**src/design/tdmsc_pkg.sv**
```systemverilog
`default_nettype none
package tdmsc_pkg;

	// Register index on CORE_ADDR
	localparam logic [2:0] IDX_STATUS = 3'h0;
	localparam logic [2:0] IDX_FORMAT = 3'h1;
	localparam logic [2:0] IDX_DATA = 3'h2;
	localparam logic [2:0] IDX_TXF_LO = 3'h3;
	localparam logic [2:0] IDX_TXF_HI = 3'h4;

	// serial_control_status field positions
	localparam int B_OUT_LSB = 15;
	localparam int B_IN_LSB = 14;
	localparam int B_OUT_BYTE = 13;
	localparam int B_IN_BYTE = 12;
	localparam int B_STORE_WAIT = 11;
	localparam int B_LOAD_WAIT = 10;
	localparam int B_IN_CONT = 9;
	localparam int B_IN_SINGLE = 8;
	localparam int B_OUT_EN = 7;
	localparam int B_IN_EN = 6;
	localparam int B_OUT_RST = 5;
	localparam int B_IN_RST = 4;
	localparam int B_STORE_ERR = 3;
	localparam int B_LOAD_ERR = 2;
	localparam int B_STORE_OK = 1;
	localparam int B_LOAD_OK = 0;

	// tdm_frame_format field positions (low bit of each field)
	localparam int F_TX_POS = 13;
	localparam int F_TX_CNT = 8;
	localparam int F_RX_POS = 5;
	localparam int F_RX_CNT = 0;

	// Reset values
	localparam logic [15:0] STATUS_RST = 16'h00c2;
	localparam logic [15:0] FORMAT_RST = 16'h0000;
	localparam logic [15:0] TXF_RST = 16'hffff;

	// Sizes
	localparam int WORD_W = 16;
	localparam int FIFO_DEPTH = 8;
	localparam logic [3:0] LAST_BIT16 = 4'hf;
	localparam logic [3:0] LAST_BIT8 = 4'h7;
	localparam logic [8:0] SLOTS_PER_WIN = 9'h020;
	localparam logic [7:0] SLOT_MAX = 8'hff;

endpackage
`default_nettype wire
```
**src/design/tdmsc_ctrl.sv**
```systemverilog
`timescale 1ns/1ps
`default_nettype none
module tdmsc_ctrl
	import tdmsc_pkg::*;
(
	// Clock and reset
	input wire logic CLK,
	input wire logic RST,
	// Core load/store port
	input wire logic [2:0] CORE_ADDR,
	input wire logic CORE_STORE,
	input wire logic CORE_LOAD,
	input wire logic [15:0] CORE_WDATA,
	output logic CORE_ACK,
	output logic [15:0] CORE_RDATA,
	// TDM serial line
	input wire logic TDM_SCLK,
	input wire logic TDM_FS,
	input wire logic TDM_DIN,
	output logic TDM_DOUT,
	output logic TDM_DOUT_OE
);

	////////////////////////////////////////////////////////////////////////
	// Helpers

	function automatic logic [3:0] last_bit(input logic byte_words);
		last_bit = byte_words ? LAST_BIT8 : LAST_BIT16;
	endfunction

	function automatic logic [3:0] bit_index(input logic [3:0] cnt,
			input logic lsb_first, input logic byte_words);
		bit_index = lsb_first ? cnt : (last_bit(byte_words) - cnt);
	endfunction

	function automatic logic slot_in(input logic [7:0] slot,
			input logic [2:0] pos, input logic [4:0] count);
		logic [8:0] base;
		logic [8:0] rel;
		logic [8:0] limit;
		base = {2'b00, pos, 4'h0};
		rel = {1'b0, slot} - base;
		limit = (count == 5'h00) ? SLOTS_PER_WIN : {4'h0, count};
		slot_in = ({1'b0, slot} >= base) && (rel < limit);
	endfunction

	function automatic logic [7:0] slot_step(input logic [7:0] slot);
		slot_step = (slot == SLOT_MAX) ? slot : slot + 8'h01;
	endfunction

	////////////////////////////////////////////////////////////////////////
	// Pin synchronisers

	logic [2:0] sync1;
	logic [2:0] sync2;
	logic [2:0] sync3;
	logic [2:0] filt;
	logic prev_sclk;
	logic sclk_rise;
	logic fs_in;
	logic din_in;

	always_ff @(posedge CLK or posedge RST) begin
		if (RST) begin
			sync1 <= 3'h0;
			sync2 <= 3'h0;
			sync3 <= 3'h0;
			filt <= 3'h0;
			prev_sclk <= 1'b0;
		end else begin
			sync1 <= {TDM_SCLK, TDM_FS, TDM_DIN};
			sync2 <= sync1;
			sync3 <= sync2;
			// A level is taken only once two stages agree
			filt <= (sync2 & ~(sync2 ^ sync3)) | (filt & (sync2 ^ sync3));
			prev_sclk <= filt[2];
		end
	end

	assign sclk_rise = filt[2] & ~prev_sclk;
	assign fs_in = filt[1];
	assign din_in = filt[0];

	////////////////////////////////////////////////////////////////////////
	// Registers

	logic out_lsb_first, in_lsb_first, out_byte_words, in_byte_words;
	logic store_wait_en, load_wait_en, in_continuous, in_single_start;
	logic out_path_en, in_path_en, out_soft_reset, in_soft_reset;
	logic store_err, load_err, store_ok, load_ok;
	logic [15:0] tdm_frame_format;
	logic [15:0] tx_slot_flags_lo;
	logic [15:0] tx_slot_flags_hi;
	logic [15:0] tx_hold;
	logic [15:0] data_holding_reg;
	logic [2:0] tx_window_pos;
	logic [4:0] tx_slot_count;
	logic [2:0] rx_window_pos;
	logic [4:0] rx_slot_count;
	logic [31:0] tx_flags;
	logic [15:0] status_word;

	assign tx_window_pos = tdm_frame_format[F_TX_POS +: 3];
	assign tx_slot_count = tdm_frame_format[F_TX_CNT +: 5];
	assign rx_window_pos = tdm_frame_format[F_RX_POS +: 3];
	assign rx_slot_count = tdm_frame_format[F_RX_CNT +: 5];
	assign tx_flags = {tx_slot_flags_hi, tx_slot_flags_lo};
	assign status_word = {out_lsb_first, in_lsb_first, out_byte_words,
		in_byte_words, store_wait_en, load_wait_en, in_continuous,
		in_single_start, out_path_en, in_path_en, out_soft_reset,
		in_soft_reset, store_err, load_err, store_ok, load_ok};

	////////////////////////////////////////////////////////////////////////
	// Core access

	logic access, is_data, stall, do_store, do_load;
	logic st_status, st_data, ld_data;
	logic tx_load, rx_pop;

	// The core holds its request until it sees CORE_ACK
	assign access = (CORE_STORE | CORE_LOAD) & ~CORE_ACK;
	assign is_data = CORE_ADDR == IDX_DATA;
	assign stall = is_data & (CORE_STORE ?
		(store_wait_en & ~store_ok) :
		(load_wait_en & ~load_ok));
	assign do_store = access & CORE_STORE & ~stall;
	assign do_load = access & ~CORE_STORE & CORE_LOAD & ~stall;
	assign st_status = do_store & (CORE_ADDR == IDX_STATUS);
	assign st_data = do_store & is_data;
	assign ld_data = do_load & is_data;

	always_ff @(posedge CLK or posedge RST) begin
		if (RST) begin
			CORE_ACK <= 1'b0;
			CORE_RDATA <= 16'h0000;
		end else begin
			CORE_ACK <= do_store | do_load;
			if (do_load) begin
				unique case (CORE_ADDR)
					IDX_STATUS: CORE_RDATA <= status_word;
					IDX_FORMAT: CORE_RDATA <= tdm_frame_format;
					IDX_DATA: CORE_RDATA <= data_holding_reg;
					IDX_TXF_LO: CORE_RDATA <= tx_slot_flags_lo;
					IDX_TXF_HI: CORE_RDATA <= tx_slot_flags_hi;
					default: CORE_RDATA <= 16'h0000;
				endcase
			end
		end
	end

	always_ff @(posedge CLK or posedge RST) begin
		if (RST) begin
			{out_lsb_first, in_lsb_first, out_byte_words, in_byte_words,
				store_wait_en, load_wait_en, in_continuous, out_path_en,
				in_path_en} <= {STATUS_RST[15:9], STATUS_RST[7:6]};
		end else if (st_status) begin
			out_lsb_first <= CORE_WDATA[B_OUT_LSB];
			in_lsb_first <= CORE_WDATA[B_IN_LSB];
			out_byte_words <= CORE_WDATA[B_OUT_BYTE];
			in_byte_words <= CORE_WDATA[B_IN_BYTE];
			store_wait_en <= CORE_WDATA[B_STORE_WAIT];
			load_wait_en <= CORE_WDATA[B_LOAD_WAIT];
			in_continuous <= CORE_WDATA[B_IN_CONT];
			out_path_en <= CORE_WDATA[B_OUT_EN];
			in_path_en <= CORE_WDATA[B_IN_EN];
		end
	end

	// Self-clearing bits are high for one cycle only, the ack cycle, so loads read them as 0
	always_ff @(posedge CLK or posedge RST) begin
		if (RST) begin
			in_single_start <= STATUS_RST[B_IN_SINGLE];
			out_soft_reset <= STATUS_RST[B_OUT_RST];
			in_soft_reset <= STATUS_RST[B_IN_RST];
		end else begin
			in_single_start <= st_status & CORE_WDATA[B_IN_SINGLE];
			out_soft_reset <= st_status & CORE_WDATA[B_OUT_RST];
			in_soft_reset <= st_status & CORE_WDATA[B_IN_RST];
		end
	end

	always_ff @(posedge CLK or posedge RST) begin
		if (RST) begin
			tdm_frame_format <= FORMAT_RST;
			tx_slot_flags_lo <= TXF_RST;
			tx_slot_flags_hi <= TXF_RST;
		end else if (do_store) begin
			if (CORE_ADDR == IDX_FORMAT) begin
				tdm_frame_format <= CORE_WDATA;
			end
			if (CORE_ADDR == IDX_TXF_LO) begin
				tx_slot_flags_lo <= CORE_WDATA;
			end
			if (CORE_ADDR == IDX_TXF_HI) begin
				tx_slot_flags_hi <= CORE_WDATA;
			end
		end
	end

	// A store into a full holding register is dropped, not overwritten
	always_ff @(posedge CLK or posedge RST) begin
		if (RST) begin
			tx_hold <= 16'h0000;
		end else if (st_data && store_ok) begin
			tx_hold <= CORE_WDATA;
		end
	end

	// Error flags: a fresh error wins over a clearing write
	always_ff @(posedge CLK or posedge RST) begin
		if (RST) begin
			store_err <= STATUS_RST[B_STORE_ERR];
			load_err <= STATUS_RST[B_LOAD_ERR];
		end else begin
			if (st_data && !store_ok) begin
				store_err <= 1'b1;
			end else if (out_soft_reset) begin
				store_err <= 1'b0;
			end else if (st_status && !CORE_WDATA[B_STORE_ERR]) begin
				store_err <= 1'b0;
			end
			if (ld_data && !load_ok) begin
				load_err <= 1'b1;
			end else if (in_soft_reset) begin
				load_err <= 1'b0;
			end else if (st_status && !CORE_WDATA[B_LOAD_ERR]) begin
				load_err <= 1'b0;
			end
		end
	end

	always_ff @(posedge CLK or posedge RST) begin
		if (RST) begin
			store_ok <= STATUS_RST[B_STORE_OK];
		end else if (out_soft_reset) begin
			store_ok <= 1'b1;
		end else if (tx_load) begin
			store_ok <= 1'b1;
		end else if (st_data) begin
			store_ok <= 1'b0;
		end
	end

	always_ff @(posedge CLK or posedge RST) begin
		if (RST) begin
			load_ok <= STATUS_RST[B_LOAD_OK];
		end else if (in_soft_reset) begin
			load_ok <= 1'b0;
		end else if (rx_pop) begin
			load_ok <= 1'b1;
		end else if (ld_data) begin
			load_ok <= 1'b0;
		end
	end

	////////////////////////////////////////////////////////////////////////
	// Transmit side

	logic [3:0] tx_bit, next_tx_bit;
	logic [7:0] tx_slot, next_tx_slot;
	logic [4:0] tx_rel;
	logic [15:0] tx_shreg, tx_word;
	logic tx_on, tx_slot_ok;

	always_comb begin
		if (fs_in) begin
			next_tx_bit = 4'h0;
			next_tx_slot = 8'h00;
		end else if (tx_bit == last_bit(out_byte_words)) begin
			next_tx_bit = 4'h0;
			next_tx_slot = slot_step(tx_slot);
		end else begin
			next_tx_bit = tx_bit + 4'h1;
			next_tx_slot = tx_slot;
		end
	end

	assign tx_rel = next_tx_slot[4:0] - {tx_window_pos[0], 4'h0};
	assign tx_slot_ok = out_path_en &
		slot_in(next_tx_slot, tx_window_pos, tx_slot_count) &
		~tx_flags[tx_rel];
	assign tx_load = sclk_rise & (next_tx_bit == 4'h0) & tx_slot_ok &
		~store_ok & ~out_soft_reset;
	assign tx_word = tx_load ? tx_hold : tx_shreg;

	// An empty holding register leaves the slot undriven
	always_ff @(posedge CLK or posedge RST) begin
		if (RST) begin
			tx_bit <= 4'h0;
			tx_slot <= 8'h00;
			tx_shreg <= 16'h0000;
			tx_on <= 1'b0;
			TDM_DOUT <= 1'b0;
			TDM_DOUT_OE <= 1'b0;
		end else if (out_soft_reset) begin
			tx_bit <= 4'h0;
			tx_slot <= 8'h00;
			tx_on <= 1'b0;
			TDM_DOUT <= 1'b0;
			TDM_DOUT_OE <= 1'b0;
		end else if (sclk_rise) begin
			tx_bit <= next_tx_bit;
			tx_slot <= next_tx_slot;
			tx_shreg <= tx_word;
			if (next_tx_bit == 4'h0) begin
				tx_on <= tx_load;
			end
			TDM_DOUT <= tx_word[bit_index(next_tx_bit, out_lsb_first,
				out_byte_words)];
			TDM_DOUT_OE <= out_path_en &
				((next_tx_bit == 4'h0) ? tx_load : tx_on);
		end else if (!out_path_en) begin
			TDM_DOUT_OE <= 1'b0;
		end
	end

	////////////////////////////////////////////////////////////////////////
	// Receive side

	logic [3:0] rx_bit;
	logic [7:0] rx_slot;
	logic [15:0] rx_shreg, rx_word;
	logic rx_on, rx_take, rx_armed, single_pending;
	logic fifo_in_valid, fifo_in_ready, fifo_out_valid;
	logic [15:0] fifo_in_data, fifo_out_data;

	assign rx_armed = in_path_en & (in_continuous | single_pending);
	// A word starts only with room in the FIFO, so slots that begin while it is full are skipped
	assign rx_take = (rx_bit == 4'h0) ?
		(slot_in(rx_slot, rx_window_pos, rx_slot_count) &
		rx_armed & fifo_in_ready) : rx_on;

	always_comb begin
		rx_word = rx_shreg;
		rx_word[bit_index(rx_bit, in_lsb_first, in_byte_words)] = din_in;
	end

	always_ff @(posedge CLK or posedge RST) begin
		if (RST) begin
			single_pending <= 1'b0;
		end else if (in_soft_reset) begin
			single_pending <= 1'b0;
		end else if (in_single_start) begin
			single_pending <= 1'b1;
		end else if (sclk_rise && !fs_in && rx_bit == 4'h0 && rx_take) begin
			single_pending <= 1'b0;
		end
	end

	always_ff @(posedge CLK or posedge RST) begin
		if (RST) begin
			rx_bit <= 4'h0;
			rx_slot <= 8'h00;
			rx_shreg <= 16'h0000;
			rx_on <= 1'b0;
			fifo_in_valid <= 1'b0;
			fifo_in_data <= 16'h0000;
		end else if (in_soft_reset) begin
			rx_bit <= 4'h0;
			rx_slot <= 8'h00;
			rx_on <= 1'b0;
			fifo_in_valid <= 1'b0;
		end else begin
			fifo_in_valid <= 1'b0;
			if (sclk_rise && fs_in) begin
				rx_bit <= 4'h0;
				rx_slot <= 8'h00;
				rx_on <= 1'b0;
			end else if (sclk_rise) begin
				rx_on <= rx_take;
				if (rx_take) begin
					rx_shreg <= rx_word;
				end
				if (rx_bit == last_bit(in_byte_words)) begin
					rx_bit <= 4'h0;
					rx_slot <= slot_step(rx_slot);
					rx_on <= 1'b0;
					fifo_in_valid <= rx_take;
					fifo_in_data <= rx_word;
				end else begin
					rx_bit <= rx_bit + 4'h1;
				end
			end
		end
	end

	assign rx_pop = fifo_out_valid & ~load_ok & ~in_soft_reset;

	always_ff @(posedge CLK or posedge RST) begin
		if (RST) begin
			data_holding_reg <= 16'h0000;
		end else if (rx_pop) begin
			data_holding_reg <= fifo_out_data;
		end
	end

	tdmsc_fifo #(
		.WIDTH(WORD_W),
		.DEPTH(FIFO_DEPTH)
	) u_rx_fifo (
		.clk(CLK),
		.rst(RST),
		.flush(in_soft_reset),
		.in_valid(fifo_in_valid),
		.in_ready(fifo_in_ready),
		.in_data(fifo_in_data),
		.out_valid(fifo_out_valid),
		.out_ready(rx_pop),
		.out_data(fifo_out_data)
	);

endmodule // tdmsc_ctrl
`default_nettype wire

```
**src/design/tdmsc_fifo.sv**
```systemverilog
`timescale 1ns/1ps
`default_nettype none
module tdmsc_fifo #(
	parameter int WIDTH = 16,
	parameter int DEPTH = 8
) (
	// Clock and reset
	input wire logic clk,
	input wire logic rst,
	input wire logic flush,
	// Fill side
	input wire logic in_valid,
	output logic in_ready,
	input wire logic [WIDTH-1:0] in_data,
	// Drain side
	output logic out_valid,
	input wire logic out_ready,
	output logic [WIDTH-1:0] out_data
);
	localparam int AW = $clog2(DEPTH);
	localparam logic [AW:0] FULL = (AW+1)'(DEPTH);

	logic [WIDTH-1:0] mem [DEPTH];
	logic [AW-1:0] wptr;
	logic [AW-1:0] rptr;
	logic [AW:0] cnt;
	logic push;
	logic pull;

	// Depth must be a power of two so the pointers wrap by themselves
	assign in_ready = cnt < FULL;
	assign push = in_valid & in_ready;
	assign pull = (cnt != '0) & (~out_valid | out_ready);

	always_ff @(posedge clk) begin
		if (push) begin
			mem[wptr] <= in_data;
		end
	end

	always_ff @(posedge clk or posedge rst) begin
		if (rst) begin
			wptr <= '0;
			rptr <= '0;
			cnt <= '0;
		end else if (flush) begin
			wptr <= '0;
			rptr <= '0;
			cnt <= '0;
		end else begin
			if (push) begin
				wptr <= wptr + 1'b1;
			end
			if (pull) begin
				rptr <= rptr + 1'b1;
			end
			if (push && !pull) begin
				cnt <= cnt + 1'b1;
			end else if (pull && !push) begin
				cnt <= cnt - 1'b1;
			end
		end
	end

	// Output stage is a register, so read data comes from the array one cycle after a pull
	always_ff @(posedge clk or posedge rst) begin
		if (rst) begin
			out_valid <= 1'b0;
			out_data <= '0;
		end else if (flush) begin
			out_valid <= 1'b0;
		end else begin
			if (pull) begin
				out_data <= mem[rptr];
			end
			out_valid <= pull | (out_valid & ~out_ready);
		end
	end
endmodule // tdmsc_fifo
`default_nettype wire

```
**config.mk**
```make
export PLATFORM = sky130hd
export DESIGN_NAME = tdmsc_ctrl
export DESIGN_NICKNAME = d
export VERILOG_FILES = /design/src/design/tdmsc_pkg.sv /design/src/design/tdmsc_ctrl.sv /design/src/design/tdmsc_fifo.sv
export SDC_FILE = /design/constraint.sdc
export NUM_CORES = 1
export LEC_CHECK = 0
export BUFFER_PORTS_ARGS = -buffer_cell sky130_fd_sc_hd__buf_2
export CORE_ASPECT_RATIO = 0.8
export CORE_UTILIZATION = 56
export DETAILED_ROUTE_END_ITERATION = 8
export PLACE_DENSITY = 0.85
export REMOVE_ABC_BUFFERS = 1
export SLEW_MARGIN = 20
export SYNTH_ARGS = -nofsm -noshare
export SYNTH_HDL_FRONTEND = slang
export SYNTH_SLANG_ARGS = --single-unit
export TNS_END_PERCENT = 50
```
**constraint.sdc**
```tcl
create_clock -name CLK -period 6.8 [get_ports CLK]
set_clock_uncertainty 0.1 [all_clocks]
set_input_delay 1.02 -clock CLK [delete_from_list [all_inputs] [get_ports CLK]]
set_output_delay 1.02 -clock CLK [all_outputs]
set_load 0.03 [all_outputs]
```
==> results of run 1 <==
## where the power goes
| part | switching (mW) | internal [mW] |
|---|---|---|
| Sequential | 0.395 | 2.60 |
| Clock | 0.819 | 1.13 |
| Combinational | 0.821 | 0.627 |
| Total | 2.03 | 4.35 |
## worst paths after layout
kind | startpoint | to | slack (ps)
max | tx_bit[0] | tx_shreg[11] | 1990
min | sync1[2] | sync2[2] | 250
max reg2reg | tx_bit[0] | tx_shreg[11] | 1990
min reg2reg | sync1[2] | sync2[2] | 250
max in group asynchronous | RST | tx_bit[2] | 4860
min in group asynchronous | RST | sync2[0] | 530
## placed cells by master (no fill, tap or decap), types with 37 or more instances in the layout
cell	count
buf_2	44
a21oi_1	40
edfxtp_1	128
mux4_2	41
nor2_1	100
o21ai_0	76
nand2_1	197
dfrtp_1	194
mux2_2	85
clkbuf_16	37
mux2i_1	65
## metal layers
| metal | vias up | GRT usage, % |
|---|---|---|
| met3 | 82 | 7.72 |
| met2 | 448 | 40.6 |
| met4 | 4 | 7.29 |
| met1 | 5339 | 36.1 |
| li1 | 4777 | - |
| met5 | - | 0 |
## layout make-up
cell class | instances | area [µm²] | share of cell area (%)
clock buffer | 55 | 1070 | 5.89
tap | 370 | 463 | 2.54
timing repair buffer | 62 | 363 | 1.99
clock inverter | 9 | 77.6 | 0.425
multi-input combinational | 850 | 6460 | 35.4
inverter | 32 | 128 | 0.700
sequential | 359 | 9670 | 53.0
## per-stage QoR
step	TNS, ps	instance area (µm²)
finish	0	18200
floorplan	-116620	16200
detailed placement	0	17100
CTS	0	18200
global route	0	18200
global placement	0	17100
## cells by family (layout without fill, tap and decap cells)
logic type,after synthesis,count (layout),share of synthesized area [%]
simple gates,401,401,11.1
flops,359,359,58.6
mux,202,202,16.3
compound gates,189,189,7.36
buf+inv,100,158,2.53
fa+ha+maj,32,32,2.52
xor+xnor,26,26,1.59
==> results.md, run 1 <==
* Status: complete, no violations
* Core footprint at between 0.02 and 0.03 mm²
* CP Max Fanout at 17
* Fraction of registers with async set/reset at 64.3%
* Final setup viols at 0
* Initial Util at 57.6%
* Pwr dens at roughly 350 mW/mm²
* Layout cells sized above 1 at roughly a quarter
* CP Data Required Time at 7110 ps
* Final Non-Filler Cells at around 1700
* Critical Path AT at just over 5000 ps
* Hold Path Class: reg -> reg
* Cell Area, Synth at between 0.015 and 0.02 mm²
* ANT nets after route at 0
* Number of remaining DRC errors at 0
* Syn Inst Count at roughly 1300
* Placed cell count at ~1700
* Antenna cells at 0
* Slew margin rel. at around 26%
* Register area share after synthesis at a little under 60%
* Gr ovfl total at 0
* Most frequent CP cell: ha_1
* Final Max Tran Viols at 0
* Post-synth top area share at around 30%
* Worst slew pin tran at roughly 1100 ps
* Worst setup margin at about 2000 ps
* Post-cts resize count at 0
* DRT Wirelength at around 38000 µm
* Largest register FFs at roughly 130
* Syn avg cell area at 12.6 µm²
* LEAKAGE at just over 7 nW
* Die W at 194 µm
* CP max-delay cell: nor3_4
* TritonCTS Buffers at 36
* Core Rows at 55
* Port bufs at 44
* Pre-CTS setup slack at slightly above 2000 ps
* Total power at around 6.4 mW
* CP Class: reg -> reg
* Post-synth cell types at between 70 and 80
* CTS sink cnt at roughly 360
* Via-to-Cell Ratio at just over 6
* Hold path depth at 0
* Num ports at 45
* First-pass GRT wire length at roughly 60000 µm
* Synth top area cells: dfrtp_1 30%, edfxtp_1 23%, mux2_2 5.8%, mux4_2 5.6%, dfstp_2 5.6%
* Biggest register: u_rx_fifo.mem
* Clock latency on the worst-skew pair at roughly 530 ps
* Top layer in use: met5
* Primary FF master, synth: dfrtp_1
* Yosys Warn Count at 0
* 1st-pass router iterations at 5
* Stages on the worst setup path at 16
* CTS H-tree depth at 2
* RSZ-0062 raised after global routing: false
* Fillers at between 2000 and 2500
* Critical Path Max Stage Delay at roughly 860 ps
* Drt initial violations at 923
* Routability Congestion at 0.941
* CP Buf/Inv Count at 1
* Final Hold Fails at 0
* Post-detail-place hpwl at 25300 µm
* Initial antenna violation count at 2
* Fin crit share at a little over two thirds
* Synth top cells by count: 197 x nand2_1, 196 x dfrtp_1, 128 x edfxtp_1
* Metal3 WL at 3960 µm
* Clock Tree Buf Depth at 3
* Syn-to-layout area delta at 10.6%
* Max Cap Viol at 0
* Yosys reg bits at ~360
* Worst-path clk slew at about 60 ps
* Clk root buf: clkbuf_16
* CTS Hold Bufs at 0
* NumNets Final at approximately 1400
* Worst-case reg-to-reg path depth at 16
* Detailed-route via count at approximately 11000
* CP Capture Type: flop
* WL met1 at approximately 16000 µm
* CP cell instances: ha_1 > and2_1 > o211a_1 > nand4_1 > xnor2_1 > nand2_1 > ha_1 > inv_1 > fa_1 > ha_1 > nor3_1 > nand2_1 > nor3_1 > o2111ai_2 > nor3_4 > mux2_2
* Post-CTS Setup Bufs at 0
* Avg WL per Cell at about 22 µm
* Vias in the first global route at between 10000 and 15000
* Post-layout util at 63.7%
* Startpoint Class: flop
* Fin crit period at 4810 ps
* Max frequency at between 200 and 250 MHz
* Largest net degree at the start of global routing at roughly 130
* Met2 routed WL at between 15000 and 20000 µm
* Synth area leader: dfrtp_1
* Die H at roughly 160 µm
* VDD IR max at roughly 0.00025 V
* Delay-heaviest family, CP: simple AND/OR/NAND/NOR gates
* GRT Util Overall at 26.1%
* Count leader, synth: nand2_1
* Hold WS at between 200 and 250 ps
* CTS tree: done
* Die area at between 0.03 and 0.04 mm²
* Number of synthesized flops with an enable pin at around 130
Power figures use the tool's default switching activity.
==> run 2, diff against run 1 <==
--- a/config.mk
+++ b/config.mk
@@ -7,9 +7,9 @@
 export LEC_CHECK = 0
 export BUFFER_PORTS_ARGS = -buffer_cell sky130_fd_sc_hd__buf_2
 export CORE_ASPECT_RATIO = 0.8
-export CORE_UTILIZATION = 56
+export CORE_UTILIZATION = 60
 export DETAILED_ROUTE_END_ITERATION = 8
-export PLACE_DENSITY = 0.85
+export PLACE_DENSITY = 0.86
 export REMOVE_ABC_BUFFERS = 1
 export SLEW_MARGIN = 20
 export SYNTH_ARGS = -nofsm -noshare
==> constraint.sdc (replaced) <==
create_clock -name CLK -period 4.6 [get_ports CLK]
set_clock_uncertainty 0.1 [all_clocks]
set_input_delay 0.69 -clock CLK [delete_from_list [all_inputs] [get_ports CLK]]
set_output_delay 0.69 -clock CLK [all_outputs]
set_load 0.03 [all_outputs]
==> run 2 against run 1 <==
Compared with the run above: flip-flop and latch count stayed put; non-clock buffer count rose by 9; first-iteration DRC count rose by 38%; routed wire length rose by 2.8%; clock power rose by 54%; highest routed layer is now met4.
==> results.md, run 2 (same netlist as run 1, synthesis figures left out) <==
* Worst setup margin at between 200 and 300 ps
* LEAKAGE at roughly 7 nW
* Final setup viols at 0
* CTS Hold Bufs at 0
* Most common cell after layout, fill and taps aside: nand2_1
* Syn-to-layout area delta at 11.1%
* CTS tree: done
* DRT Wirelength at 39400 µm
* First-pass GRT wire length at between 60000 and 70000 µm
* Clock latency on the worst-skew pair at 530 ps
* Initial antenna violation count at 2
* GRT Util Overall at between 20 and 30%
* Initial Util at between 60% and 70%
* Fin crit share at a little over nine tenths
* Pre-CTS setup slack at 222 ps
* Detailed-route via count at around 11000
* TritonCTS Buffers at 36
* Worst-path clk slew at approximately 60 ps
* Drt initial violations at 1275
* Number of remaining DRC errors at 0
* Clk root buf: clkbuf_16
* Die H at ~150 µm
* Die area at 0.0282 mm²
* Port bufs at 44
* Placed cell count at about 1700
* CP Class: reg -> reg
* CP cell instances: ha_2 > and2_1 > o211a_1 > nand4_1 > xnor2_1 > nand2_1 > ha_1 > inv_1 > fa_1 > ha_1 > nor3_1 > nand2_1 > nor3_1 > o2111ai_2 > nor3_4 > buf_6 > mux2_2
* Largest net degree at the start of global routing at around 110
* Via-to-Cell Ratio at between 6 and 7
* Slew margin rel. at a little under a quarter
* Highest-count cells in the layout ignoring fill and taps: 197 x nand2_1, 195 x dfrtp_1, 128 x edfxtp_1
* CP Data Required Time at slightly below 5000 ps
* CTS sink cnt at about 360
* Status: complete, no violations
* Final Non-Filler Cells at 1734
* Fin area at approximately 0.018 mm²
* Delay-heaviest family, CP: simple AND/OR/NAND/NOR gates
* Routability Congestion at between 0.9 and 1
* Post-layout util at between 60% and 70%
* Hold Path Class: in -> reg
* DP Area at around 0.017 mm²
* Die W at 187 µm
* Startpoint Class: flop
* Fin crit period at between 4000 and 5000 ps
* Vias in the first global route at approximately 11000
* Avg WL per Cell at ~23 µm
* CP Buf/Inv Count at 2
* Critical Path Max Stage Delay at around 470 ps
* Fillers at around 1800
* Post-cts resize count at 0
* Core Rows at 53
* VDD IR max at 0.000359 V
* CTS H-tree depth at 2
* Critical Path AT at about 4600 ps
* 1st-pass router iterations at 5
* Biggest register: u_rx_fifo.mem
* CP Capture Type: flop
* Post-detail-place hpwl at 26000 µm
* Final Hold Fails at 0
* Final Max Tran Viols at 0
* Core footprint at between 0.02 and 0.03 mm²
* Num ports at between 40 and 50
* Pwr dens at 523 mW/mm²
* Worst slew pin tran at 1150 ps
* RSZ-0062 raised after global routing: false
* Final setup TNS at 0 ps
* Max Cap Viol at 0
* NumNets Final at 1405
* Clock Tree Buf Depth at 3
* Max frequency at ~230 MHz
* Post-CTS Setup Bufs at 0
* Largest register FFs at around 130
* CP Max Fanout at 17
* Gr ovfl total at 0
* CP max-delay cell: dfrtp_1
* Layout cells sized above 1 at a little under a quarter
* ANT nets after route at 0
[run 2: cell types whose count changed in the layout (fill, tap and decap cells not counted), moves of 2 or more]
cell / previous run / this run
buf_4: 16 / 26
clkinv_2: 2 / 6
bufinv_16: 1 / 4
clkbuf_8: 8 / 5
clkinv_1: 3 / 1
nor3_2: 3 / 5
nor3_4: 4 / 2
[run 2: metal layers]
layer / vias to the layer above / global-route usage (%) / wire length [µm]
met5: - / 0 / 0
met4: 0 / 8.13 / 880
met3: 79 / 7.58 / 4080
met2: 505 / 44.1 / 17800
met1: 5432 / 41.3 / 16700
li1: 4791 / - / -
[run 2: final timing paths]
check,startpoint,to,slack [ps],depth (start not counted)
worst max-delay path,tx_bit[0],tx_shreg[11],280,17
worst min-delay path,TDM_SCLK,sync1[2],180,1
worst max register to register,tx_bit[0],tx_shreg[11],280,17
worst min register to register,sync1[2],sync2[2],250,0
max in group asynchronous,RST,tx_slot_flags_lo[10],3130,3
min in group asynchronous,RST,sync2[1],200,2
[run 2: final cells by class]
type	instances	area, µm²	share of cell area [%]
sequential	359	9670	52.8
multi-input combinational	850	6450	35.2
clock buffer	51	1030	5.61
tap	357	447	2.44
timing repair buffer	71	427	2.33
clock inverter	13	173	0.942
inverter	32	128	0.697
antenna	1	2.50	0.0137
[run 2: worst register-to-register path: stages (launching register included)]
cell       delay (ps)
dfrtp_1           470
ha_2              310
and2_1            230
o211a_1           200
nand4_1           130
xnor2_1           170
nand2_1            90
ha_1              200
inv_1              80
fa_1              430
ha_1              220
nor3_1            230
nand2_1           100
nor3_1            220
o2111ai_2         250
nor3_4            170
buf_6             240
mux2_2            370
[run 2: power by group]
group          total [mW]  switching [mW]  internal, mW  leakage (nW)
registers            4.44           0.596          3.84          3.76
logic                2.14            1.21         0.925          2.81
clock network        3.00            1.21          1.79         0.590
[run 2: stage by stage]
step / power (mW) / hold slack, ps
finish: 9.57 / 182
global route: 9.98 / 168
CTS: 9.57 / 166
detailed placement: 6.56 / 240
global placement: 6.44 / 236
floorplan: 5.84 / 231
==> run 3, diff against run 2 <==
--- a/config.mk
+++ b/config.mk
@@ -6,11 +6,12 @@
 export NUM_CORES = 1
 export LEC_CHECK = 0
 export BUFFER_PORTS_ARGS = -buffer_cell sky130_fd_sc_hd__buf_2
+export CAP_MARGIN = 20
 export CORE_ASPECT_RATIO = 0.8
 export CORE_UTILIZATION = 60
+export CTS_CLUSTER_DIAMETER = 120
 export DETAILED_ROUTE_END_ITERATION = 8
 export PLACE_DENSITY = 0.86
-export REMOVE_ABC_BUFFERS = 1
 export SLEW_MARGIN = 20
 export SYNTH_ARGS = -nofsm -noshare
 export SYNTH_HDL_FRONTEND = slang
==> run 3 against run 2 <==
Compared with the run above: largest power group unchanged; hold slack lost 130 ps; register-to-register slack gained 150 ps; clock power shrank 6.7%; total power shrank 1.8%; maximum frequency grew 3.7%; routed wire length shrank 2.1%.
==> results.md, run 3 (same netlist as run 1, synthesis figures left out) <==
* Die W at between 150 and 200 µm
* Via-to-Cell Ratio at ~6.3
* CP max-delay cell: dfrtp_1
* Critical Path AT at about 4500 ps
* Num ports at 45
* Fin crit period at ~4200 ps
* Avg WL per Cell at between 20 and 25 µm
* Die H at between 150 and 200 µm
* Worst-case reg-to-reg path depth at 17
* Detailed-route via count at 10900
* RSZ-0062 raised after global routing: false
* Core Rows at 53
* VDD IR max at roughly 0.00031 V
* Most common cell after layout, fill and taps aside: nand2_1
* Drt initial violations at ~1100
* Initial antenna violation count at 1
* Die area at 0.0282 mm²
* Core footprint at roughly 0.027 mm²
* DP Area at 0.0171 mm²
* LEAKAGE at 7.09 nW
* TritonCTS Buffers at 35
* Critical Path Max Stage Delay at 440 ps
* Fin crit share at just over 90%
* Fin area at around 0.018 mm²
* Status: complete, no violations
* DRT Wirelength at 38600 µm
* Psw at about 3.0 mW
* CTS Hold Bufs at 0
* Layout cells sized above 1 at about a quarter
* CP cell instances: ha_2 > and2_1 > o211a_1 > nand4_1 > xnor2_1 > nand2_1 > ha_1 > inv_1 > fa_1 > ha_1 > nor3_1 > nand2_1 > nor3_1 > o2111ai_2 > nor3_4 > buf_6 > mux2_2
* CP Capture Type: flop
* Syn-to-layout area delta at 10.6%
* Largest net degree at the start of global routing at 90
* Clock share of power at between 20% and 30%
* RR Startpoint: tx_bit[0]
* Max Cap Viol at 0
* Pwr dens at about 520 mW/mm²
* Internal power component at around 6.4 mW
* CP Launch Point: tx_bit[0]
* CTS H-tree depth at 2
* Final Max Tran Viols at 0
* 1st-pass router iterations at 5
* CP Buf/Inv Count at 2
* Worst setup path endpoint: tx_shreg[13]
* Final setup TNS at 0 ps
* Combinational share of power at roughly 23%
* Slew margin rel. at between 20% and 30%
* Clock latency on the worst-skew pair at 530 ps
* Port bufs at 44
* Initial Util at 61.9%
* CP Max Fanout at 17
* Largest register FFs at 128
* Post-cts resize count at 0
* Gr ovfl total at 0
* Vias in the first global route at between 10000 and 15000
* Placed cell count at around 1700
* Hold Path Class: in -> async
* CTS sink cnt at between 300 and 400
* Worst-path clk slew at around 60 ps
* Stages on the worst setup path at 17
* Delay-heaviest family, CP: adder cells
* Final Hold Fails at 0
* Biggest register: u_rx_fifo.mem
* Sw frac at between 30% and 40%
* CP Class: reg -> reg
* CP Data Required Time at between 4000 and 5000 ps
* Max frequency at around 240 MHz
* Antenna cells at 0
* Clock Tree Buf Depth at 3
* NumNets Final at around 1400
* Post-detail-place hpwl at roughly 26000 µm
* Setup slack, reg-to-reg at around 430 ps
* Synthesized Nets at 1364
* First-pass GRT wire length at 60800 µm
* Final setup viols at 0
* GRT Util Overall at 28.5%
* ANT nets after route at 0
* Sequential power share at approximately 48%
* Hold WS at about 50 ps
* Post-CTS Setup Bufs at 0
* Total power at between 9 and 10 mW
* Startpoint Class: flop
* Highest-count cells in the layout ignoring fill and taps: 197 x nand2_1, 195 x dfrtp_1, 128 x edfxtp_1
* Clk root buf: clkbuf_16
* CTS tree: done
* Worst slew pin tran at between 1000 and 1500 ps
* FF-to-FF End: tx_shreg[13]
* Number of remaining DRC errors at 0
* Final Non-Filler Cells at 1730
* Routability Congestion at 0.949
[run 3: cell types whose count changed in the layout (fill, tap and decap cells not counted), sizes merged]
cell | before | now
clkinvlp | 1 | 3
buf | 71 | 68
inv | 33 | 34
clkinv | 7 | 5
bufinv | 4 | 2
clkbuf | 51 | 52
diode | 1 | 0
[run 3: power groups by stage]
| stage | Combinational (mW) | Sequential (mW) | Clock [mW] |
|---|---|---|---|
| CTS | 2.10 | 4.46 | 2.83 |
| global route | 2.33 | 4.54 | 2.96 |
| global placement | 1.99 | 4.48 | 0 |
| finish | 2.12 | 4.48 | 2.80 |
| floorplan | 1.71 | 4.21 | 0 |
| detailed placement | 2.08 | 4.50 | 0 |
[run 3: worst min-delay path by stage]
| stage | startpoint | end | slack [ps] | cells after the start |
|---|---|---|---|---|
| after floorplan | sync1[0] | sync2[0] | 230 | 0 |
| after global placement | sync1[2] | sync2[2] | 240 | 0 |
| after detailed placement | sync1[0] | sync2[0] | 240 | 0 |
| after CTS | TDM_DIN | sync1[0] | 160 | 1 |
| after global routing | RST | u_rx_fifo.out_data[1] | 60 | 2 |
| final | RST | prev_sclk | 50 | 2 |
[run 3: routing by layer]
layer | track usage, % | vias to the layer above | share of wire (%)
met5 | 0 | - | 0
met4 | 9.07 | 0 | 2.8
met3 | 8.88 | 104 | 10
met2 | 42.6 | 492 | 44
met1 | 40.2 | 5476 | 43
li1 | - | 4782 | -
[run 3: metrics by stage]
step           setup WS [ps]  utilization (%)
3_3_place_gp             432             64.2
2_1_floorplan            692                -
6_report                 430             68.5
3_5_place_dp             379             64.2
5_1_grt                 8.56             68.5
4_1_cts                  337             68.4
[run 3: layout make-up]
| type | instances | area [µm²] |
|---|---|---|
| inverters | 32 | 124 |
| clock buffers | 52 | 980 |
| flip-flops and latches | 359 | 9670 |
| clock inverters | 12 | 124 |
| multi-input cells | 850 | 6450 |
| fillers | 1853 | 8410 |
| repair buffers | 68 | 454 |
| well taps | 357 | 447 |
